--- config.mk ---
export PLATFORM = sky130hd
export DESIGN_NAME = sdpd_ctrl
export DESIGN_NICKNAME = d
export VERILOG_FILES = /design/src/logic/sdpd_pkg.sv /design/src/logic/sdpd_bank_track.sv /design/src/logic/sdpd_ctrl.sv
export SDC_FILE = /design/constraint.sdc
export NUM_CORES = 1
export LEC_CHECK = 0
export BUFFER_PORTS_ARGS = -buffer_cell sky130_fd_sc_hd__buf_4
export CAP_MARGIN = 20
export CORE_AREA = 4 4 64 66
export CTS_CLUSTER_DIAMETER = 60
export DETAILED_ROUTE_END_ITERATION = 8
export DIE_AREA = 0 0 68 70
export PLACE_DENSITY_LB_ADDON = 0.25
export RECOVER_POWER = 100
export SYNTH_ARGS = -nofsm -noshare
export SYNTH_HDL_FRONTEND = slang
export SYNTH_SLANG_ARGS = --single-unit
--- constraint.sdc ---
create_clock -name mclk -period 3 [get_ports mclk]
set_input_delay 0.6 -clock mclk [delete_from_list [all_inputs] [get_ports mclk]]
set_output_delay 0.6 -clock mclk [all_outputs]
set_load 0.005 [all_outputs]
--- src/logic/sdpd_pkg.sv ---
// Package for the power-down and reset controller of the memory device
package sdpd_pkg;

   // Command encodings seen on the decoded command input
   typedef enum logic [3:0]
   {
      SDPD_CMD_DESELECT  = 4'h0,
      SDPD_CMD_NOP       = 4'h1,
      SDPD_CMD_ACTIVATE  = 4'h2,
      SDPD_CMD_PRECHARGE = 4'h3,
      SDPD_CMD_PREALL    = 4'h4,
      SDPD_CMD_READ      = 4'h5,
      SDPD_CMD_READ_AP   = 4'h6,
      SDPD_CMD_WRITE     = 4'h7,
      SDPD_CMD_WRITE_AP  = 4'h8,
      SDPD_CMD_REFRESH   = 4'h9,
      SDPD_CMD_MRS       = 4'ha,
      SDPD_CMD_OTHER     = 4'hf
   } sdpd_cmd_type;

   typedef enum logic [2:0]
   {
      SDPD_ST_RESET     = 3'b000,
      SDPD_ST_IDLE      = 3'b001,
      SDPD_ST_ACTIVE    = 3'b010,
      SDPD_ST_ACT_PD    = 3'b011,
      SDPD_ST_PRE_PD    = 3'b100
   } sdpd_state_type;

   // Status carrier towards the core of the device
   typedef struct packed
   {
      logic       active_pd;
      logic       precharge_pd;
      logic       loop_on;
      logic       buffers_on;
      logic       outputs_en;
      logic       term_en;
      logic       in_reset;
   } sdpd_status_type;

   localparam int SDPD_NUM_BANKS          = 8;
   localparam int SDPD_MR0_FAST_EXIT_BIT  = 12;
   localparam int SDPD_MR0_WR_LSB         = 9;
   localparam int SDPD_MR0_WR_MSB         = 11;
   localparam logic [15:0] SDPD_MR0_RESET = 16'h0000;
   localparam logic [7:0]  SDPD_BANKS_RESET = 8'h00;

   // Entry settling delay in cycles after power-down entry
   localparam logic [3:0] SDPD_ENTRY_SETTLE_CYCLES = 4'h1;
   localparam int SDPD_CLOCK_NS = 100;

endpackage
--- src/logic/sdpd_bank_track.sv ---
// One bank open flag, set by activate, cleared by precharge or reset
`timescale 1ns/1ns
`default_nettype none
module sdpd_bank_track
   import sdpd_pkg::*;
(
   input  wire logic   mclk,
   input  wire logic   rst,
   input  wire logic   open_hit,
   input  wire logic   close_hit,
   output var  logic   is_open
);
   import sdpd_pkg::*;

   logic next_is_open;

   always_comb
   begin
      next_is_open = is_open;
      if (close_hit)
      begin
         next_is_open = 1'b0;
      end
      else if (open_hit)
      begin
         next_is_open = 1'b1;
      end
   end

   always_ff @(posedge mclk)
   begin
      if (rst)
      begin
         is_open <= 1'b0;
      end
      else
      begin
         is_open <= next_is_open;
      end
   end
endmodule
`default_nettype wire

--- src/logic/sdpd_ctrl.sv ---
// Power-down entry, residency and exit plus reset handling of the memory device
`timescale 1ns/1ns
`default_nettype none
module sdpd_ctrl
   import sdpd_pkg::*;
(
   input  wire logic             mclk,
   input  wire logic             rst,
   input  wire logic             reset_n,
   input  wire logic             clock_enable,
   input  wire sdpd_pkg::sdpd_cmd_type cmd,
   input  wire logic [2:0]       cmd_bank,
   input  wire logic [15:0]      mode_reg_zero_data,
   input  wire logic             loop_locked,
   output var  sdpd_pkg::sdpd_status_type status,
   output var  logic [2:0]       write_recovery_cycles,
   output var  logic             refresh_keep,
   output var  logic [7:0]       bank_open
);
   import sdpd_pkg::*;

   sdpd_state_type  state;
   sdpd_state_type  next_state;
   logic [15:0]     mode_reg_zero;
   logic [15:0]     next_mode_reg_zero;
   logic [3:0]      settle_count;
   logic [3:0]      next_settle_count;
   logic            loop_on;
   logic            next_loop_on;
   logic            loop_unlocked_at_entry;
   logic            next_loop_unlocked_at_entry;
   sdpd_status_type next_status;
   logic            reset_seen;
   logic [7:0]      open_hits;
   logic [7:0]      close_hits;
   logic [7:0]      banks;
   logic            in_pd;
   logic            entry_cmd_ok;
   logic            cmd_open;
   logic            cmd_close_one;
   logic            cmd_close_all;
   logic            bank_cmd_ok;

   // Reset pin is caught every edge; reset acts ahead of any other event
   assign reset_seen = ~reset_n | rst;

   always_comb
   begin
      in_pd = 1'b0;
      case (state)
         SDPD_ST_ACT_PD, SDPD_ST_PRE_PD:
         begin
            in_pd = 1'b1;
         end
         default:
         begin
            in_pd = 1'b0;
         end
      endcase
   end

   // Only idle commands may carry an entry
   always_comb
   begin
      entry_cmd_ok = 1'b0;
      case (cmd)
         SDPD_CMD_NOP, SDPD_CMD_DESELECT:
         begin
            entry_cmd_ok = 1'b1;
         end
         default:
         begin
            entry_cmd_ok = 1'b0;
         end
      endcase
   end

   // Command classes for bank tracking
   always_comb
   begin
      cmd_open = 1'b0;
      cmd_close_one = 1'b0;
      cmd_close_all = 1'b0;
      case (cmd)
         SDPD_CMD_ACTIVATE:
         begin
            cmd_open = 1'b1;
         end
         SDPD_CMD_PRECHARGE, SDPD_CMD_READ_AP, SDPD_CMD_WRITE_AP:
         begin
            // Auto precharge closes its own bank at once; no recovery timing kept
            cmd_close_one = 1'b1;
         end
         SDPD_CMD_PREALL:
         begin
            cmd_close_all = 1'b1;
         end
         default:
         begin
            cmd_open = 1'b0;
         end
      endcase
   end

   // Bank commands only act while clock enable is high and out of power-down; reset clears banks regardless
   assign bank_cmd_ok = ~in_pd && clock_enable;

   always_comb
   begin
      open_hits = 8'h00;
      close_hits = 8'h00;
      for (int i = 0; i < SDPD_NUM_BANKS; i++)
      begin
         if (reset_seen)
         begin
            close_hits[i] = 1'b1;
         end
         else if (bank_cmd_ok && cmd_close_all)
         begin
            close_hits[i] = 1'b1;
         end
         else if (bank_cmd_ok && cmd_close_one && (cmd_bank == 3'(i)))
         begin
            close_hits[i] = 1'b1;
         end
         else if (bank_cmd_ok && cmd_open && (cmd_bank == 3'(i)))
         begin
            open_hits[i] = 1'b1;
         end
      end
   end

   genvar b;
   generate
      for (b = 0; b < SDPD_NUM_BANKS; b = b + 1)
      begin : g_bank
         sdpd_bank_track u_bank
         (
            .mclk      (mclk),
            .rst       (rst),
            .open_hit  (open_hits[b]),
            .close_hit (close_hits[b]),
            .is_open   (banks[b])
         );
      end
   endgenerate

   always_comb
   begin
      next_state = state;
      next_mode_reg_zero = mode_reg_zero;
      next_settle_count = settle_count;
      next_loop_on = loop_on;
      next_loop_unlocked_at_entry = loop_unlocked_at_entry;
      if (reset_seen)
      begin
         // Counters cleared; refresh counters live outside this block
         next_state = SDPD_ST_RESET;
         next_mode_reg_zero = SDPD_MR0_RESET;
         next_settle_count = 4'h0;
         next_loop_on = 1'b0;
         next_loop_unlocked_at_entry = 1'b0;
      end
      else
      begin
         if (!in_pd && clock_enable && cmd == SDPD_CMD_MRS)
         begin
            next_mode_reg_zero = mode_reg_zero_data;
         end
         if (settle_count != 4'h0)
         begin
            next_settle_count = settle_count - 4'h1;
         end
         case (state)
            SDPD_ST_RESET:
            begin
               // Leaving reset needs clock enable high, as after power-up
               if (clock_enable)
               begin
                  next_state = SDPD_ST_IDLE;
                  next_loop_on = 1'b1;
               end
            end
            SDPD_ST_IDLE, SDPD_ST_ACTIVE:
            begin
               if (!clock_enable && entry_cmd_ok)
               begin
                  next_settle_count = SDPD_ENTRY_SETTLE_CYCLES;
                  next_loop_unlocked_at_entry = ~loop_locked;
                  if (|banks)
                  begin
                     next_state = SDPD_ST_ACT_PD;
                     next_loop_on = 1'b1;
                  end
                  else
                  begin
                     next_state = SDPD_ST_PRE_PD;
                     next_loop_on = mode_reg_zero[SDPD_MR0_FAST_EXIT_BIT];
                  end
               end
               else if (|open_hits)
               begin
                  next_state = SDPD_ST_ACTIVE;
               end
               else if (~|(banks & ~close_hits))
               begin
                  next_state = SDPD_ST_IDLE;
               end
            end
            SDPD_ST_ACT_PD, SDPD_ST_PRE_PD:
            begin
               if (clock_enable)
               begin
                  // Same bank state as at entry; the loop relocks after slow exit
                  next_state = (|banks) ? SDPD_ST_ACTIVE : SDPD_ST_IDLE;
                  next_loop_on = 1'b1;
                  next_settle_count = 4'h0;
               end
            end
            default:
            begin
               next_state = SDPD_ST_RESET;
            end
         endcase
      end
   end

   always_comb
   begin
      next_status = '0;
      next_status.in_reset = (next_state == SDPD_ST_RESET);
      next_status.active_pd = (next_state == SDPD_ST_ACT_PD);
      next_status.precharge_pd = (next_state == SDPD_ST_PRE_PD);
      next_status.loop_on = next_loop_on;
      // Buffers drop once settling is over; outputs and termination off in reset
      next_status.buffers_on = !((next_state == SDPD_ST_ACT_PD
                                 || next_state == SDPD_ST_PRE_PD)
                                 && next_settle_count == 4'h0);
      next_status.outputs_en = (next_state != SDPD_ST_RESET);
      next_status.term_en = (next_state != SDPD_ST_RESET);
   end

   always_ff @(posedge mclk)
   begin
      if (rst)
      begin
         state <= SDPD_ST_RESET;
         mode_reg_zero <= SDPD_MR0_RESET;
         settle_count <= 4'h0;
         loop_on <= 1'b0;
         loop_unlocked_at_entry <= 1'b0;
         status <= '{default: 1'b0, in_reset: 1'b1};
         write_recovery_cycles <= 3'h0;
         refresh_keep <= 1'b0;
         bank_open <= SDPD_BANKS_RESET;
      end
      else
      begin
         state <= next_state;
         mode_reg_zero <= next_mode_reg_zero;
         settle_count <= next_settle_count;
         loop_on <= next_loop_on;
         loop_unlocked_at_entry <= next_loop_unlocked_at_entry;
         status <= next_status;
         write_recovery_cycles <= next_mode_reg_zero[SDPD_MR0_WR_MSB:SDPD_MR0_WR_LSB];
         refresh_keep <= ~reset_seen && next_loop_unlocked_at_entry;
         bank_open <= reset_seen ? SDPD_BANKS_RESET : banks;
      end
   end
endmodule
`default_nettype wire

# Yosys cells after proc, flatten, opt, wreduce, memory -nomap -nowiden
# Cells that the tools add are included.
[classes] reduce_logical=55 n_mux=82 addsub=1 bitwise=7 eq_ne=22
[ops] op="$mux W1" count=67
[ops] op="$logic_and A1 B1 Y1" count=25
[ops] op="$reduce_or A2 Y1" count=12
[ops] op="$reduce_or A8 Y1" count=3
[ops] op="$mux W3" count=7
[ops] op="$eq A3 B3 Y1 const B" count=6
[ops] op="$mux W4" count=4
[ops] op="$eq A3 B2 Y1 const B" count=5
[ops] op="$logic_not A3 Y1" count=3
[ops] op="$pmux W3 S3" count=1
[ops] op="$and A8 B8 Y8" count=1
[ops] op="$eq A4 B2 Y1 const B" count=2
[ops] op="$eq A4 B3 Y1 const B" count=2
[ops] op="$eq A4 B4 Y1 const B" count=2
[ops] op="$logic_not A4 Y1" count=2
[ops] op="$not A8 Y8" count=1
[ops] op="$pmux W4 S2" count=1
[ops] op="$eq A3 B1 Y1 const B" count=2
[ops] op="$reduce_or A3 Y1" count=2
[ops] op="$eq A4 B1 Y1 const B" count=1
[ops] op="$not A1 Y1" count=4
[ops] op="$reduce_bool A4 Y1" count=1
[ops] op="$sub A4 B1 Y4 const B" count=1
[ops] op="$logic_not A1 Y1" count=3
[ops] op="other kinds (9)" count=9
[totals] regBits=44 wordCells=188 output_inout_bits=19 input_bits=28

# Depth between registers and ports, before layout
# Gate-level depths: netlist of the first run.
[depth] depth_word=22 ltp_mapped=9 mapped_depth_nobuf=8

# By module
# A second synthesis of the first run with hierarchy kept.
[hier_totals] hier_cells=237 hier_area_um2=2000.7
[modules_own_cells] module="sdpd_ctrl" seq_area_each_um2=520.5 area_per_inst_um2=1730.4 cells_per_inst=213 n_inst=1
[modules_own_cells] module="sdpd_bank_track" seq_area_each_um2=20.0 area_per_inst_um2=33.8 cells_per_inst=3 n_inst=8

# Worst setup path after synthesis of the first run
# Ideal clock, no wire load.
[synth_timing] kind="input to register" startpoint="input cmd[0]" endpoint="register status[1] in the netlist's numbering" slack_ns=0.502 n_path_buf=1 stages=9 t_arrival_ns=2.371 setup_ns=0.127 required_time_ns=2.873 path_cell_list="buf_6 > nor4b_2 > a31oi_2 > nor3b_4 > o32ai_1 > a21oi_1 > o221a_1 > nor2_1 > or3_1"
[synth_between] elab_chain_len=17 word_cells_on_any_way=99 cone_classes="eq/ne (6); mux (65); bitwise (2); reduce/logical (26)"
[synth_lines] element="start, declared" line_no="sdpd_ctrl.sv:11" rtl="input wire sdpd_pkg::sdpd_cmd_type cmd,"
[synth_lines] element="$eq A4 B2 Y1 (tied with other cells)" line_no="sdpd_ctrl.sv:84" rtl="case (cmd)"
[synth_lines] element="$reduce_or A3 Y1" line_no="sdpd_ctrl.sv:84"
[synth_lines] element="$mux W1" line_no="sdpd_ctrl.sv:84"
[synth_lines] element="$logic_and A1 B1 Y1 (2 in series)" line_no="sdpd_ctrl.sv:122" rtl="else if (bank_cmd_ok && cmd_close_one && (cmd_bank == 3'(i)))"
[synth_lines] element="$mux W1" line_no="sdpd_ctrl.sv:122"
[synth_lines] element="$mux W1" line_no="sdpd_ctrl.sv:118" rtl="else if (bank_cmd_ok && cmd_close_all)"
[synth_lines] element="$mux W1" line_no="sdpd_ctrl.sv:114" rtl="if (reset_seen)"
[synth_lines] element="$not A8 Y8" line_no="sdpd_ctrl.sv:205" rtl="else if (~|(banks & ~close_hits))"
[synth_lines] element="$and A8 B8 Y8" line_no="sdpd_ctrl.sv:205"
[synth_lines] element="$reduce_or A8 Y1" line_no="sdpd_ctrl.sv:205"
[synth_lines] element="$mux W3" line_no="sdpd_ctrl.sv:205"
[synth_lines] element="$mux W3" line_no="sdpd_ctrl.sv:201" rtl="else if (|open_hits)"
[synth_lines] element="$mux W3 (*)" line_no="sdpd_ctrl.sv:186" rtl="if (!clock_enable && entry_cmd_ok)"
[synth_lines] element="$pmux W3 S3 (*)" line_no="sdpd_ctrl.sv:174" rtl="case (state)"
[synth_lines] element="$mux W3 (*)" line_no="sdpd_ctrl.sv:155" rtl="if (reset_seen)"
[synth_lines] element="$reduce_bool A3 Y1 (*)" line_no="sdpd_ctrl.sv:240" rtl="next_status.term_en = (next_state != SDPD_ST_RESET);"
[synth_lines] element="end signal, assigned" line_no="sdpd_ctrl.sv:264" rtl="status <= next_status;"
[synth_lines] element="end, declared" line_no="sdpd_ctrl.sv:15" rtl="output var sdpd_pkg::sdpd_status_type status,"
# Every way passes the cells marked *; elsewhere a longest branch is shown, timed or not.
# A chain may end at the register's enable or synchronous reset.

# Final worst setup path of the first run
[layout_timing] startpoint="register state[0]" endpoint="register status[3] in the netlist's numbering"
[layout_between] elab_chain_len=22 word_cells_on_any_way=104 cone_classes="eq/ne (6); mux (66); bitwise (3); reduce/logical (29)"
[layout_lines] element="start, declared" line_no="sdpd_ctrl.sv:22" rtl="sdpd_state_type state;"
[layout_lines] element="start signal, assigned" line_no="sdpd_ctrl.sv:259" rtl="state <= next_state;"
[layout_lines] element="$eq A3 B2 Y1 or $eq A3 B3 Y1 (tied branches)" line_no="sdpd_ctrl.sv:50, sdpd_ctrl.sv:174"
[layout_lines] element="$reduce_or A2 Y1" line_no="sdpd_ctrl.sv:50, sdpd_ctrl.sv:174"
[layout_lines] element="$mux W1" line_no="sdpd_ctrl.sv:50" rtl="case (state)"
[layout_lines] element="$not A1 Y1" line_no="sdpd_ctrl.sv:106" rtl="assign bank_cmd_ok = ~in_pd && clock_enable;"
[layout_lines] element="$logic_and A1 B1 Y1" line_no="sdpd_ctrl.sv:106"
[layout_lines] element="$logic_and A1 B1 Y1 (2 in series)" line_no="sdpd_ctrl.sv:122"
[layout_lines] element="$mux W1" line_no="sdpd_ctrl.sv:122"
[layout_lines] element="$mux W1" line_no="sdpd_ctrl.sv:118"
[layout_lines] element="[... 5 more ...]"
[layout_lines] element="$mux W3" line_no="sdpd_ctrl.sv:201"
[layout_lines] element="$mux W3" line_no="sdpd_ctrl.sv:186"
[layout_lines] element="$pmux W3 S3" line_no="sdpd_ctrl.sv:174"
[layout_lines] element="$mux W3" line_no="sdpd_ctrl.sv:155"
[layout_lines] element="$eq A3 B2 Y1 or $eq A3 B3 Y1 (tied branches)" line_no="sdpd_ctrl.sv:236, sdpd_ctrl.sv:237"
[layout_lines] element="$logic_or A1 B1 Y1" line_no="sdpd_ctrl.sv:237" rtl="|| next_state == SDPD_ST_PRE_PD)"
[layout_lines] element="$logic_and A1 B1 Y1 (*)" line_no="sdpd_ctrl.sv:238" rtl="&& next_settle_count == 4'h0);"
[layout_lines] element="$logic_not A1 Y1 (*)" line_no="sdpd_ctrl.sv:236" rtl="next_status.buffers_on = !((next_state == SDPD_ST_ACT_PD"
# Marked as above.

==> results of run 1 <==
[where the power goes]
group          internal, mW  total, mW  leakage (nW)  switching (mW)
logic                0.0503      0.114         0.529          0.0637
clock network         0.261      0.418        0.0554           0.157
registers             0.459      0.465         0.275         0.00534
total                 0.770      0.997         0.859           0.226
[critical path, stage by stage, from the launching register on]
cell and delay (ps):
dfxtp_1 510, or3b_1 250, nand3_4 150, nor3b_4 360
a211oi_1 160, o41ai_1 630, a31oi_4 140, nor2_1 160
o31ai_1 80
[cell type report]
cell class | count | area, µm²
fill | 348 | 1440
multi-input combinational | 148 | 971
clock inverter | 3 | 68.8
tap | 48 | 60.1
inverter | 11 | 41.3
clock buffer | 5 | 37.5
sequential | 34 | 681
timing repair buffer | 40 | 278
[final timing paths]
kind / end / slack, ps
setup / recovery: status[3]$_SDFF_PP0_ / 440
hold / removal: refresh_keep$_SDFF_PP0_ / 440
setup reg to reg: status[3]$_SDFF_PP0_ / 440
hold reg to reg: g_bank[6].u_bank.is_open$_SDFFE_PP0P_ / 460
[Yosys cell counts (all sizes together) (3+ instances only)]
cell type	count	area, µm²
a211oi	11	82.6
a21oi	18	90.1
a22o	3	27.5
a31oi	3	40.0
and2	6	38.8
buf	11	85.1
clkbuf	4	15.0
dfxtp	34	681
inv	11	41.3
mux2i	6	60.1
nand2	13	48.8
nand3	4	32.5
nand3b	3	22.5
nor2	26	97.6
nor2b	4	25.0
nor3	6	41.3
nor4	4	25.0
nor4b	3	32.5
o21ai	7	38.8
or3	3	18.8
[metal layers]
layer  up-vias  part of all wire, %  track usage (%)
met4         0                 0.97             3.97
met2        42                   48             27.5
met5         -                    0                0
met3         5                  4.8             4.34
li1        809                    -                -
met1       716                   46             22.5
[stage by stage]
stage | power (mW) | hold WS (ps)
3_5_place_dp | 0.594 | 449
6_report | 0.997 | 436
5_1_grt | 1.04 | 421
2_1_floorplan | 0.554 | 427
3_3_place_gp | 0.592 | 443
4_1_cts | 1.01 | 425
[cell families (layout without fill, tap and decap cells)]
group / Yosys count / after routing
xor+xnor: 3 / 3
fa+ha+maj: 1 / 1
buf+inv: 26 / 59
mux: 7 / 7
compound gates: 54 / 54
simple gates: 83 / 83
flops: 34 / 34
[registers in the layout, indices dropped and copies added, names as in the netlist]
register               count
bank_open                  8
g_bank.u_bank.is_open      8
loop_on                    1
mode_reg_zero              4
refresh_keep               1
settle_count               4
state                      3
status                     5
==> results by group, run 1 <==
Worst setup path
  • Reg2reg path depth: 8
  • Worst Setup Start Kind: register
  • Critical path class: reg2reg
  • Reg-to-reg critical path startpoint: state[0]$_SDFF_PP0_
  • Crit end category: register
  • CP Max Fanout: 9
  • CP Launch Point: state[0]$_SDFF_PP0_
  • Worst Path Required: approximately 3200 ps
  • Worst Path Arrival: 2780 ps

Floorplanning
  • Initial Util: 50.4%
  • Die W: between 60 and 70 µm
  • IO Count: 47
  • Chip height: 70 µm
  • Rows: 22
  • Die area: approximately 4800 µm²
  • CORE AREA: around 3600 µm²

Logic synthesis
  • EDFF count, synth: 0
  • Mapped Nets: approximately 240
  • Synth Area in Adders: 0.694%
  • Seq cells post-synth: 34
  • Synth Area in Simple Gates: roughly a quarter
  • Compound-Gate Fraction of Synth Area: around 22%
  • Seq/Total Area, Yosys: 37.8%
  • Ys Warns: 0
  • Synthesized area per cell: 8.67 µm²
  • Ys flop type: dfxtp_1
  • Synth unique cells: 55
  • Largest family of logic cells by synthesized area: simple AND/OR/NAND/NOR gates
  • Post-synthesis mux area share: 3.96%
  • Post-synthesis xor/xnor area fraction: around 1.5%
  • FFs w/ async S/R, synth: 0%
  • Mapped Cells: 208
  • Mapped Area: 1800 µm²

Clock tree
  • H-tree Lvls: 2
  • # hold bufs at CTS: 0
  • Longest Clk Path Bufs: 2
  • CTS tree: built
  • TritonCTS Sinks: 34
  • Post-CTS Setup Repair Bufs: 0
  • Post_cts resized: 0
  • Clock Latency Late Sink: approximately 330 ps
  • Clk slew on worst S/H paths: ~100 ps
  • CTS Buf Count: 5
  • Root Buffer: clkbuf_4

Finish
  • Core Util, Final: 59.7%
  • Most common cell after layout, fill and taps aside: dfxtp_1
  • Most frequent cells in the layout: dfxtp_1, nor2_1, clkbuf_4, a21oi_1, buf_4
  • Layout area overhead: 18.5%
  • Antenna diode count: 0
  • Fraction of layout cells with a size suffix above 1: a little under a quarter
  • Fin area: between 2000 and 2500 µm²
  • Nets: 269
  • Non-filler instance count after layout: approximately 290

Placed design
  • Placed cells: approximately 280
  • DP HPWL: 2940 µm
  • Placed Instance Area: between 2000 and 2500 µm²
  • Pre-CTS setup slack: 191 ps
  • Port Buf Inserts: 34
  • GP Congestion: ~0.85

Timing
  • Slew @ Worst Pin: 606 ps
  • Fin Setup TNS: 0 ps
  • Fmax: between 300 and 400 MHz
  • Fin. Hold Viols: 0
  • Final period utilization: between 80% and 90%
  • Max-slew violations: 0
  • Post-route setup slack: 444 ps
  • Tmin final: 2560 ps
  • Rel. slew slack: between 50% and 60%
  • Unrepaired setup endpoints after global routing: false
  • Setup Viol. Count Final: 0
  • Clk_skew: 5.71 ps

Pwr
  • Power density cells: between 400 and 500 nW/µm²
  • VDD IR max: roughly 0.3 mV
  • Leakage: 0.859 nW

Drt
  • DR vias: 1572
  • Drt wl/cell: 13.2 µm
  • Drt drc: 0
  • Initial drt markers: 110
  • Total Wirelength: 3830 µm
  • Pre-antenna DRT Iters: 4
  • Antenna-violating nets left: 0
  • Vias per cell: 5.44

Run status
  • Outcome: completed

Global route
  • Largest net degree at the start of global routing: 13
  • GRT overflow: 0
  • All-Layer GR Usage: 17.1%
  • Vias in the first global route: 1479
  • First-pass GRT wire length: ~6400 µm
  • Initial antenna violation count: 0

Min path
  • Hold WC Path Type: in2reg
  • Hold depth: 2
  • Hold path startpoint: loop_locked

Run
  • Max Cap Viol: 0
Note: power is estimated with default switching activity, not from simulation.
==> run 2: changes to the inputs <==
PLACE_DENSITY = 0.77   (was not set)
PLACE_DENSITY_LB_ADDON = not set   (was 0.25)
==> run 2 against run 1 <==
Die area unchanged. Design area down 1.9%. Critical path depth unchanged. Core utilization down 1.2 points. Clock power down 23%. Cell count down 0.35%. First-iteration DRC count down 35%. Largest power group unchanged. Highest routed layer unchanged.
==> results by group, run 2 (same netlist as run 1, synthesis figures left out) <==
Run status
  • Outcome: completed

Timing
  • Final period utilization: 85.4% (+0.23 points)
  • Unrepaired setup endpoints after global routing: false
  • Setup Viol. Count Final: 0 (unchanged)
  • Tmin final: 2560 ps (+6.80 ps)
  • Rel. slew slack: 52.8% (-6.2 points)
  • Hold WS: 435 ps (-0.799 ps)
  • Fin. Hold Viols: 0 (unchanged)
  • Slew @ Worst Pin: 707 ps (+101 ps)
  • Fin Setup TNS: 0 ps (unchanged)
  • Clk_skew: 4.65 ps (-1.06 ps)
  • Fmax: 390 MHz (-0.27%)
  • Max-slew violations: 0 (unchanged)

Global route
  • First-pass GRT wire length: 6210 µm (-3.5%)
  • Initial antenna violation count: 0 (unchanged)
  • Vias in the first global route: 1414 (-4.4%)
  • Largest net degree at the start of global routing: 16 (+3)
  • GRT overflow: 0 (unchanged)
  • All-Layer GR Usage: 16.5% (-0.56 points)

Worst setup path
  • CP Max Fanout: 9 (unchanged)
  • Reg2reg end: status[1]$_SDFF_PP0_
  • Reg2reg path depth: 8 (unchanged)
  • Crit end category: register
  • Critical path class: reg2reg
  • Worst Setup Start Kind: register
  • Reg-to-reg critical path startpoint: state[0]$_SDFF_PP0_
  • Worst Path Required: 3220 ps (about the same)
  • Worst Path Arrival: 2780 ps (about the same)
  • Setup slack, reg-to-reg: 440 ps (about the same)

Floorplanning
  • Rows: 22 (unchanged)
  • Initial Util: 50.4% (unchanged)
  • Chip height: 70 µm (unchanged)
  • Die W: 68 µm (unchanged)
  • Die area: 4760 µm² (unchanged)
  • CORE AREA: 3580 µm² (unchanged)
  • IO Count: 47 (unchanged)

Finish
  • Antenna diode count: 0 (unchanged)
  • Non-filler instance count after layout: 288 (-0.35%)
  • Fraction of layout cells with a size suffix above 1: 22.9% (+0.095 points)
  • Top flop regs: bank_open x8, g_bank.u_bank.is_open x8, status x5
  • Most frequent cells in the layout: dfxtp_1, nor2_1, clkbuf_4, a21oi_1, buf_4
  • Layout area overhead: 16.2%
  • Nets: 268 (-0.37%)
  • Most common cell after layout, fill and taps aside: dfxtp_1

Placed design
  • Placed cells: 280 (-0.36%)
  • DP HPWL: 2780 µm (-5.2%)
  • GP Congestion: 0.862 (+1.9%)
  • Port Buf Inserts: 34 (unchanged)

Pwr
  • Switching pwr: 0.220 mW (-2.9%)
  • Gate power share: 12.7% (+1.3 points)
  • Leakage: 0.838 nW (-2.4%)
  • Sw frac: 24.4% (+1.7 points)
  • Clock power frac: 35.8% (-6.1 points)
  • VDD IR max: 0.173 mV (-42%)
  • Sequential Power Share: 51.5% (+4.9 points)
  • Power density cells: 430 nW/µm² (-7.8%)
  • Pint: 0.681 mW (-12%)

Clock tree
  • CTS tree: built
  • H-tree Lvls: 2 (unchanged)
  • Post_cts resized: 0 (unchanged)
  • Root Buffer: clkbuf_4
  • TritonCTS Sinks: 34 (unchanged)
  • # hold bufs at CTS: 0 (unchanged)
  • Clk slew on worst S/H paths: 100 ps (about the same)
  • Clock Latency Late Sink: 330 ps (about the same)
  • Longest Clk Path Bufs: 2 (unchanged)
  • CTS Buf Count: 5 (unchanged)
  • Post-CTS Setup Repair Bufs: 0 (unchanged)

Min path
  • Hold depth: 2 (unchanged)
  • Hold WC Path Type: in2reg
  • Hold path startpoint: loop_locked
  • Hold Crit Endpoint: refresh_keep$_SDFF_PP0_

Drt
  • Initial drt markers: 71 (-35%)
  • Antenna-violating nets left: 0 (unchanged)
  • Drt drc: 0 (unchanged)
  • DR vias: 1590 (+1.1%)
  • Vias per cell: 5.52 (+1.5%)
  • Total Wirelength: 3740 µm (-2.2%)
  • Drt wl/cell: 13.0 µm (-1.9%)
  • Pre-antenna DRT Iters: 4 (unchanged)

Run
  • Max Cap Viol: 0 (unchanged)
## run 2: metrics by stage
stage | total power [mW] | utilization (%) | cell area [µm²] | setup WS [ps]
floorplan | 0.554 | - | 1800 | 502
global placement | 0.591 | 57.4 | 2060 | 245
detailed placement | 0.592 | 57.4 | 2060 | 249
CTS | 0.910 | 59.6 | 2130 | 569
global route | 0.935 | 58.6 | 2100 | 237
finish | 0.901 | 58.6 | 2100 | 437
## run 2: critical path, cell delays in order, from the launching register on
cell and delay (ps):
dfxtp_1 500, or3b_1 200, nand3_1 310, nor3b_4 340, a211oi_1 140, nor4_1 330, o221a_1 260, nor2_1 70
or3_1 300
## run 2: worst max path at each step
stage                                               start                    to  slack, ps  depth (start not counted)
CTS                 g_bank[3].u_bank.is_open$_SDFFE_PP0P_  status[1]$_SDFF_PP0_        570                          8
detailed placement                                 cmd[1]  status[1]$_SDFF_PP0_        250                          9
floorplan                                          cmd[0]  status[1]$_SDFF_PP0_        500                          9
global route                          state[0]$_SDFF_PP0_  status[1]$_SDFF_PP0_        240                          8
global placement                                   cmd[1]  status[1]$_SDFF_PP0_        250                          9
finish                                state[0]$_SDFF_PP0_  status[1]$_SDFF_PP0_        440                          8
## run 2: final cells by class
| type | instances | area (µm²) |
|---|---|---|
| clock buffer | 5 | 37.5 |
| clock inverter | 3 | 40.0 |
| fill | 341 | 1480 |
| inverter | 11 | 41.3 |
| multi-input combinational | 148 | 966 |
| sequential | 34 | 681 |
| tap | 48 | 60.1 |
| timing repair buffer | 39 | 270 |
## run 2: power by group through the flow
stage | combinational, mW | sequential, mW | clock (mW)
after global placement | 0.116 | 0.475 | 0
after CTS | 0.118 | 0.465 | 0.327
after global routing | 0.126 | 0.466 | 0.343
final | 0.114 | 0.464 | 0.323
after detailed placement | 0.117 | 0.475 | 0
after floorplan | 0.0804 | 0.473 | 0
## run 2: routing by layer
metal	share of wire, %	GRT usage (%)
met5	0	0
met4	1.4	5.52
met3	6.3	3.05
met2	45	24.5
met1	48	23.6
==> run 3: changes to the inputs <==
CORE_AREA = 4 4 55 77   (was 4 4 64 66)
DIE_AREA = 0 0 59 81   (was 0 0 68 70)
==> run 3 against run 2 <==
Clock skew decreased by 1.1 ps. Worst setup slack better by 42 ps. Largest power group unchanged. First-iteration DRC count is 39% lower. Non-clock buffer count stayed put. Clock power rose by 26%. Total power grew 9.5%.
==> results by group, run 3 (same netlist as run 1, synthesis figures left out) <==
Timing
  • Final period utilization: 84.0% (-1.4 points)
  • Fin Setup TNS: 0 ps (unchanged)
  • Rel. slew slack: 55.0% (+2.2 points)
  • Tmin final: 2520 ps (-42.4 ps)
  • Clk_skew: 3.57 ps (-1.07 ps)
  • Max-slew violations: 0 (unchanged)
  • Fmax: 397 MHz (+1.7%)
  • Setup Viol. Count Final: 0 (unchanged)
  • Slew @ Worst Pin: 671 ps (-35.9 ps)
  • Unrepaired setup endpoints after global routing: false
  • Fin. Hold Viols: 0 (unchanged)

Placed design
  • Port Buf Inserts: 34 (unchanged)
  • GP Congestion: 0.870 (+0.88%)
  • Placed Instance Area: 2050 µm² (-0.37%)
  • DP HPWL: 2870 µm (+2.9%)
  • Placed cells: 274 (-2.1%)

Drt
  • Initial drt markers: 43 (-39%)
  • Drt drc: 0 (unchanged)
  • Vias per cell: 5.66 (+2.4%)
  • Antenna-violating nets left: 0 (unchanged)
  • Pre-antenna DRT Iters: 4 (unchanged)
  • Total Wirelength: 3810 µm (+1.8%)
  • DR vias: 1595 (+0.31%)
  • Drt wl/cell: 13.5 µm (+4.0%)

Worst setup path
  • Worst Path Arrival: 2680 ps (-100 ps)
  • Worst Setup Start Kind: input port
  • Critical path class: in2reg
  • CP Max Fanout: 8 (-1)
  • Reg2reg path depth: 8 (unchanged)
  • Slowest-stage cell, CP: a31oi_1
  • Slowest Stage Delay on Critical Path: 540 ps (+40 ps)
  • Worst Path Required: 3160 ps (-60 ps)
  • Crit-path cells: buf_4, xor2_1, a31oi_1, nor3b_4, a211oi_1, o41ai_1, a31oi_4, inv_1, or3_1
  • Reg-to-reg critical path startpoint: g_bank[3].u_bank.is_open$_SDFFE_PP0P_
  • Reg2reg end: status[1]$_SDFF_PP0_
  • Setup slack, reg-to-reg: 580 ps (+140 ps)
  • Crit end category: register

Finish
  • Top flop regs: bank_open x8, g_bank.u_bank.is_open x8, status x5
  • Most common cell after layout, fill and taps aside: dfxtp_1
  • Antenna diode count: 0 (unchanged)
  • Fin area: 2120 µm² (+1.4%)
  • Area of the multi-input gates: 967 µm² (+0.13%)
  • Sequential Area: 681 µm² (unchanged)
  • Non-filler instance count after layout: 282 (-2.1%)
  • Filler cells: 348 (+2.1%)
  • Layout area overhead: 17.8%
  • Nets: 268 (unchanged)
  • Most frequent cells in the layout: dfxtp_1, nor2_1, clkbuf_4, a21oi_1, buf_4
  • Fraction of layout cells with a size suffix above 1: 22.9% (unchanged)
  • Core Util, Final: 59.4% (+0.80 points)

Clock tree
  • Longest Clk Path Bufs: 2 (unchanged)
  • Clock Latency Late Sink: 280 ps (-50 ps)
  • Clk slew on worst S/H paths: 70 ps (-30 ps)
  • Post_cts resized: 0 (unchanged)
  • CTS Buf Count: 5 (unchanged)
  • CTS tree: built
  • TritonCTS Sinks: 34 (unchanged)
  • H-tree Lvls: 2 (unchanged)
  • Root Buffer: clkbuf_8
  • # hold bufs at CTS: 0 (unchanged)
  • Post-CTS Setup Repair Bufs: 0 (unchanged)

Global route
  • All-Layer GR Usage: 18.0% (+1.5 points)
  • Initial antenna violation count: 0 (unchanged)
  • First-pass GRT wire length: 6690 µm (+7.7%)
  • Largest net degree at the start of global routing: 13 (-3)
  • Vias in the first global route: 1526 (+7.9%)
  • GRT overflow: 0 (unchanged)

Pwr
  • Power density cells: 465 nW/µm² (+8.0%)
  • Leakage: 0.865 nW (+3.2%)
  • VDD IR max: 0.302 mV (+74%)

Floorplanning
  • CORE AREA: 3580 µm² (unchanged)
  • Die area: 4780 µm² (+0.40%)
  • Initial Util: 50.4% (unchanged)
  • Chip height: 81 µm (+16%)
  • Rows: 26 (+18%)
  • IO Count: 47 (unchanged)
  • Die W: 59 µm (-13%)

Min path
  • Hold depth: 2 (unchanged)
  • Hold WC Path Type: reg2reg
  • Hold path startpoint: g_bank[6].u_bank.is_open$_SDFFE_PP0P_
  • Hold Crit Endpoint: g_bank[6].u_bank.is_open$_SDFFE_PP0P_

Run
  • Max Cap Viol: 0 (unchanged)

Run status
  • Outcome: completed
-- run 3: cell counts in the layout (fill, tap and decap cells not counted) --
Identical to the previous run, type by type.
-- run 3: worst max path at each step --
stage | start | endpoint | slack (ps) | cells after the start
global route | cmd[0] | status[1]$_SDFF_PP0_ | 340 | 9
floorplan | cmd[0] | status[1]$_SDFF_PP0_ | 500 | 9
CTS | cmd[1] | status[1]$_SDFF_PP0_ | 570 | 9
detailed placement | cmd[1] | status[1]$_SDFF_PP0_ | 270 | 9
global placement | cmd[1] | status[1]$_SDFF_PP0_ | 320 | 9
finish | cmd[0] | status[1]$_SDFF_PP0_ | 480 | 9
-- run 3: final cells by class --
type,count,area share [%]
well taps,42,2.47
inverters,11,1.94
multi-input cells,148,45.5
clock buffers,5,3.24
clock inverters,3,1.88
flip-flops and latches,34,32.0
repair buffers,39,12.9
-- run 3: per-stage QoR --
stage	total power, mW	setup WS (ps)	hold slack [ps]
6_report	0.987	479	453
2_1_floorplan	0.554	502	427
3_5_place_dp	0.593	269	446
4_1_cts	1.00	571	455
3_3_place_gp	0.591	318	445
5_1_grt	1.03	336	495
-- run 3: metal layers --
| layer | part of all wire [%] | wire (µm) | vias to the layer above | track usage (%) |
|---|---|---|---|---|
| li1 | - | - | 800 | - |
| met1 | 42 | 1590 | 723 | 20.6 |
| met2 | 50 | 1900 | 59 | 31.0 |
| met3 | 5.2 | 197 | 13 | 3.82 |
| met4 | 3.3 | 125 | 0 | 9.07 |
| met5 | 0 | 0 | - | 0 |
-- run 3: worst max-delay path, delay by kind of cell --
kind / cells / cell delay, ps
buffers and inverters: 2 / 220
AND/OR/NAND/NOR: 2 / 480
XOR/XNOR: 1 / 150
AO/OA/AOI/OAI: 4 / 1230
-- run 3: power by group --
part	switching [mW]	leakage, nW	internal [mW]
Combinational	0.0646	0.532	0.0493
Sequential	0.00535	0.275	0.459
Clock	0.164	0.0579	0.244
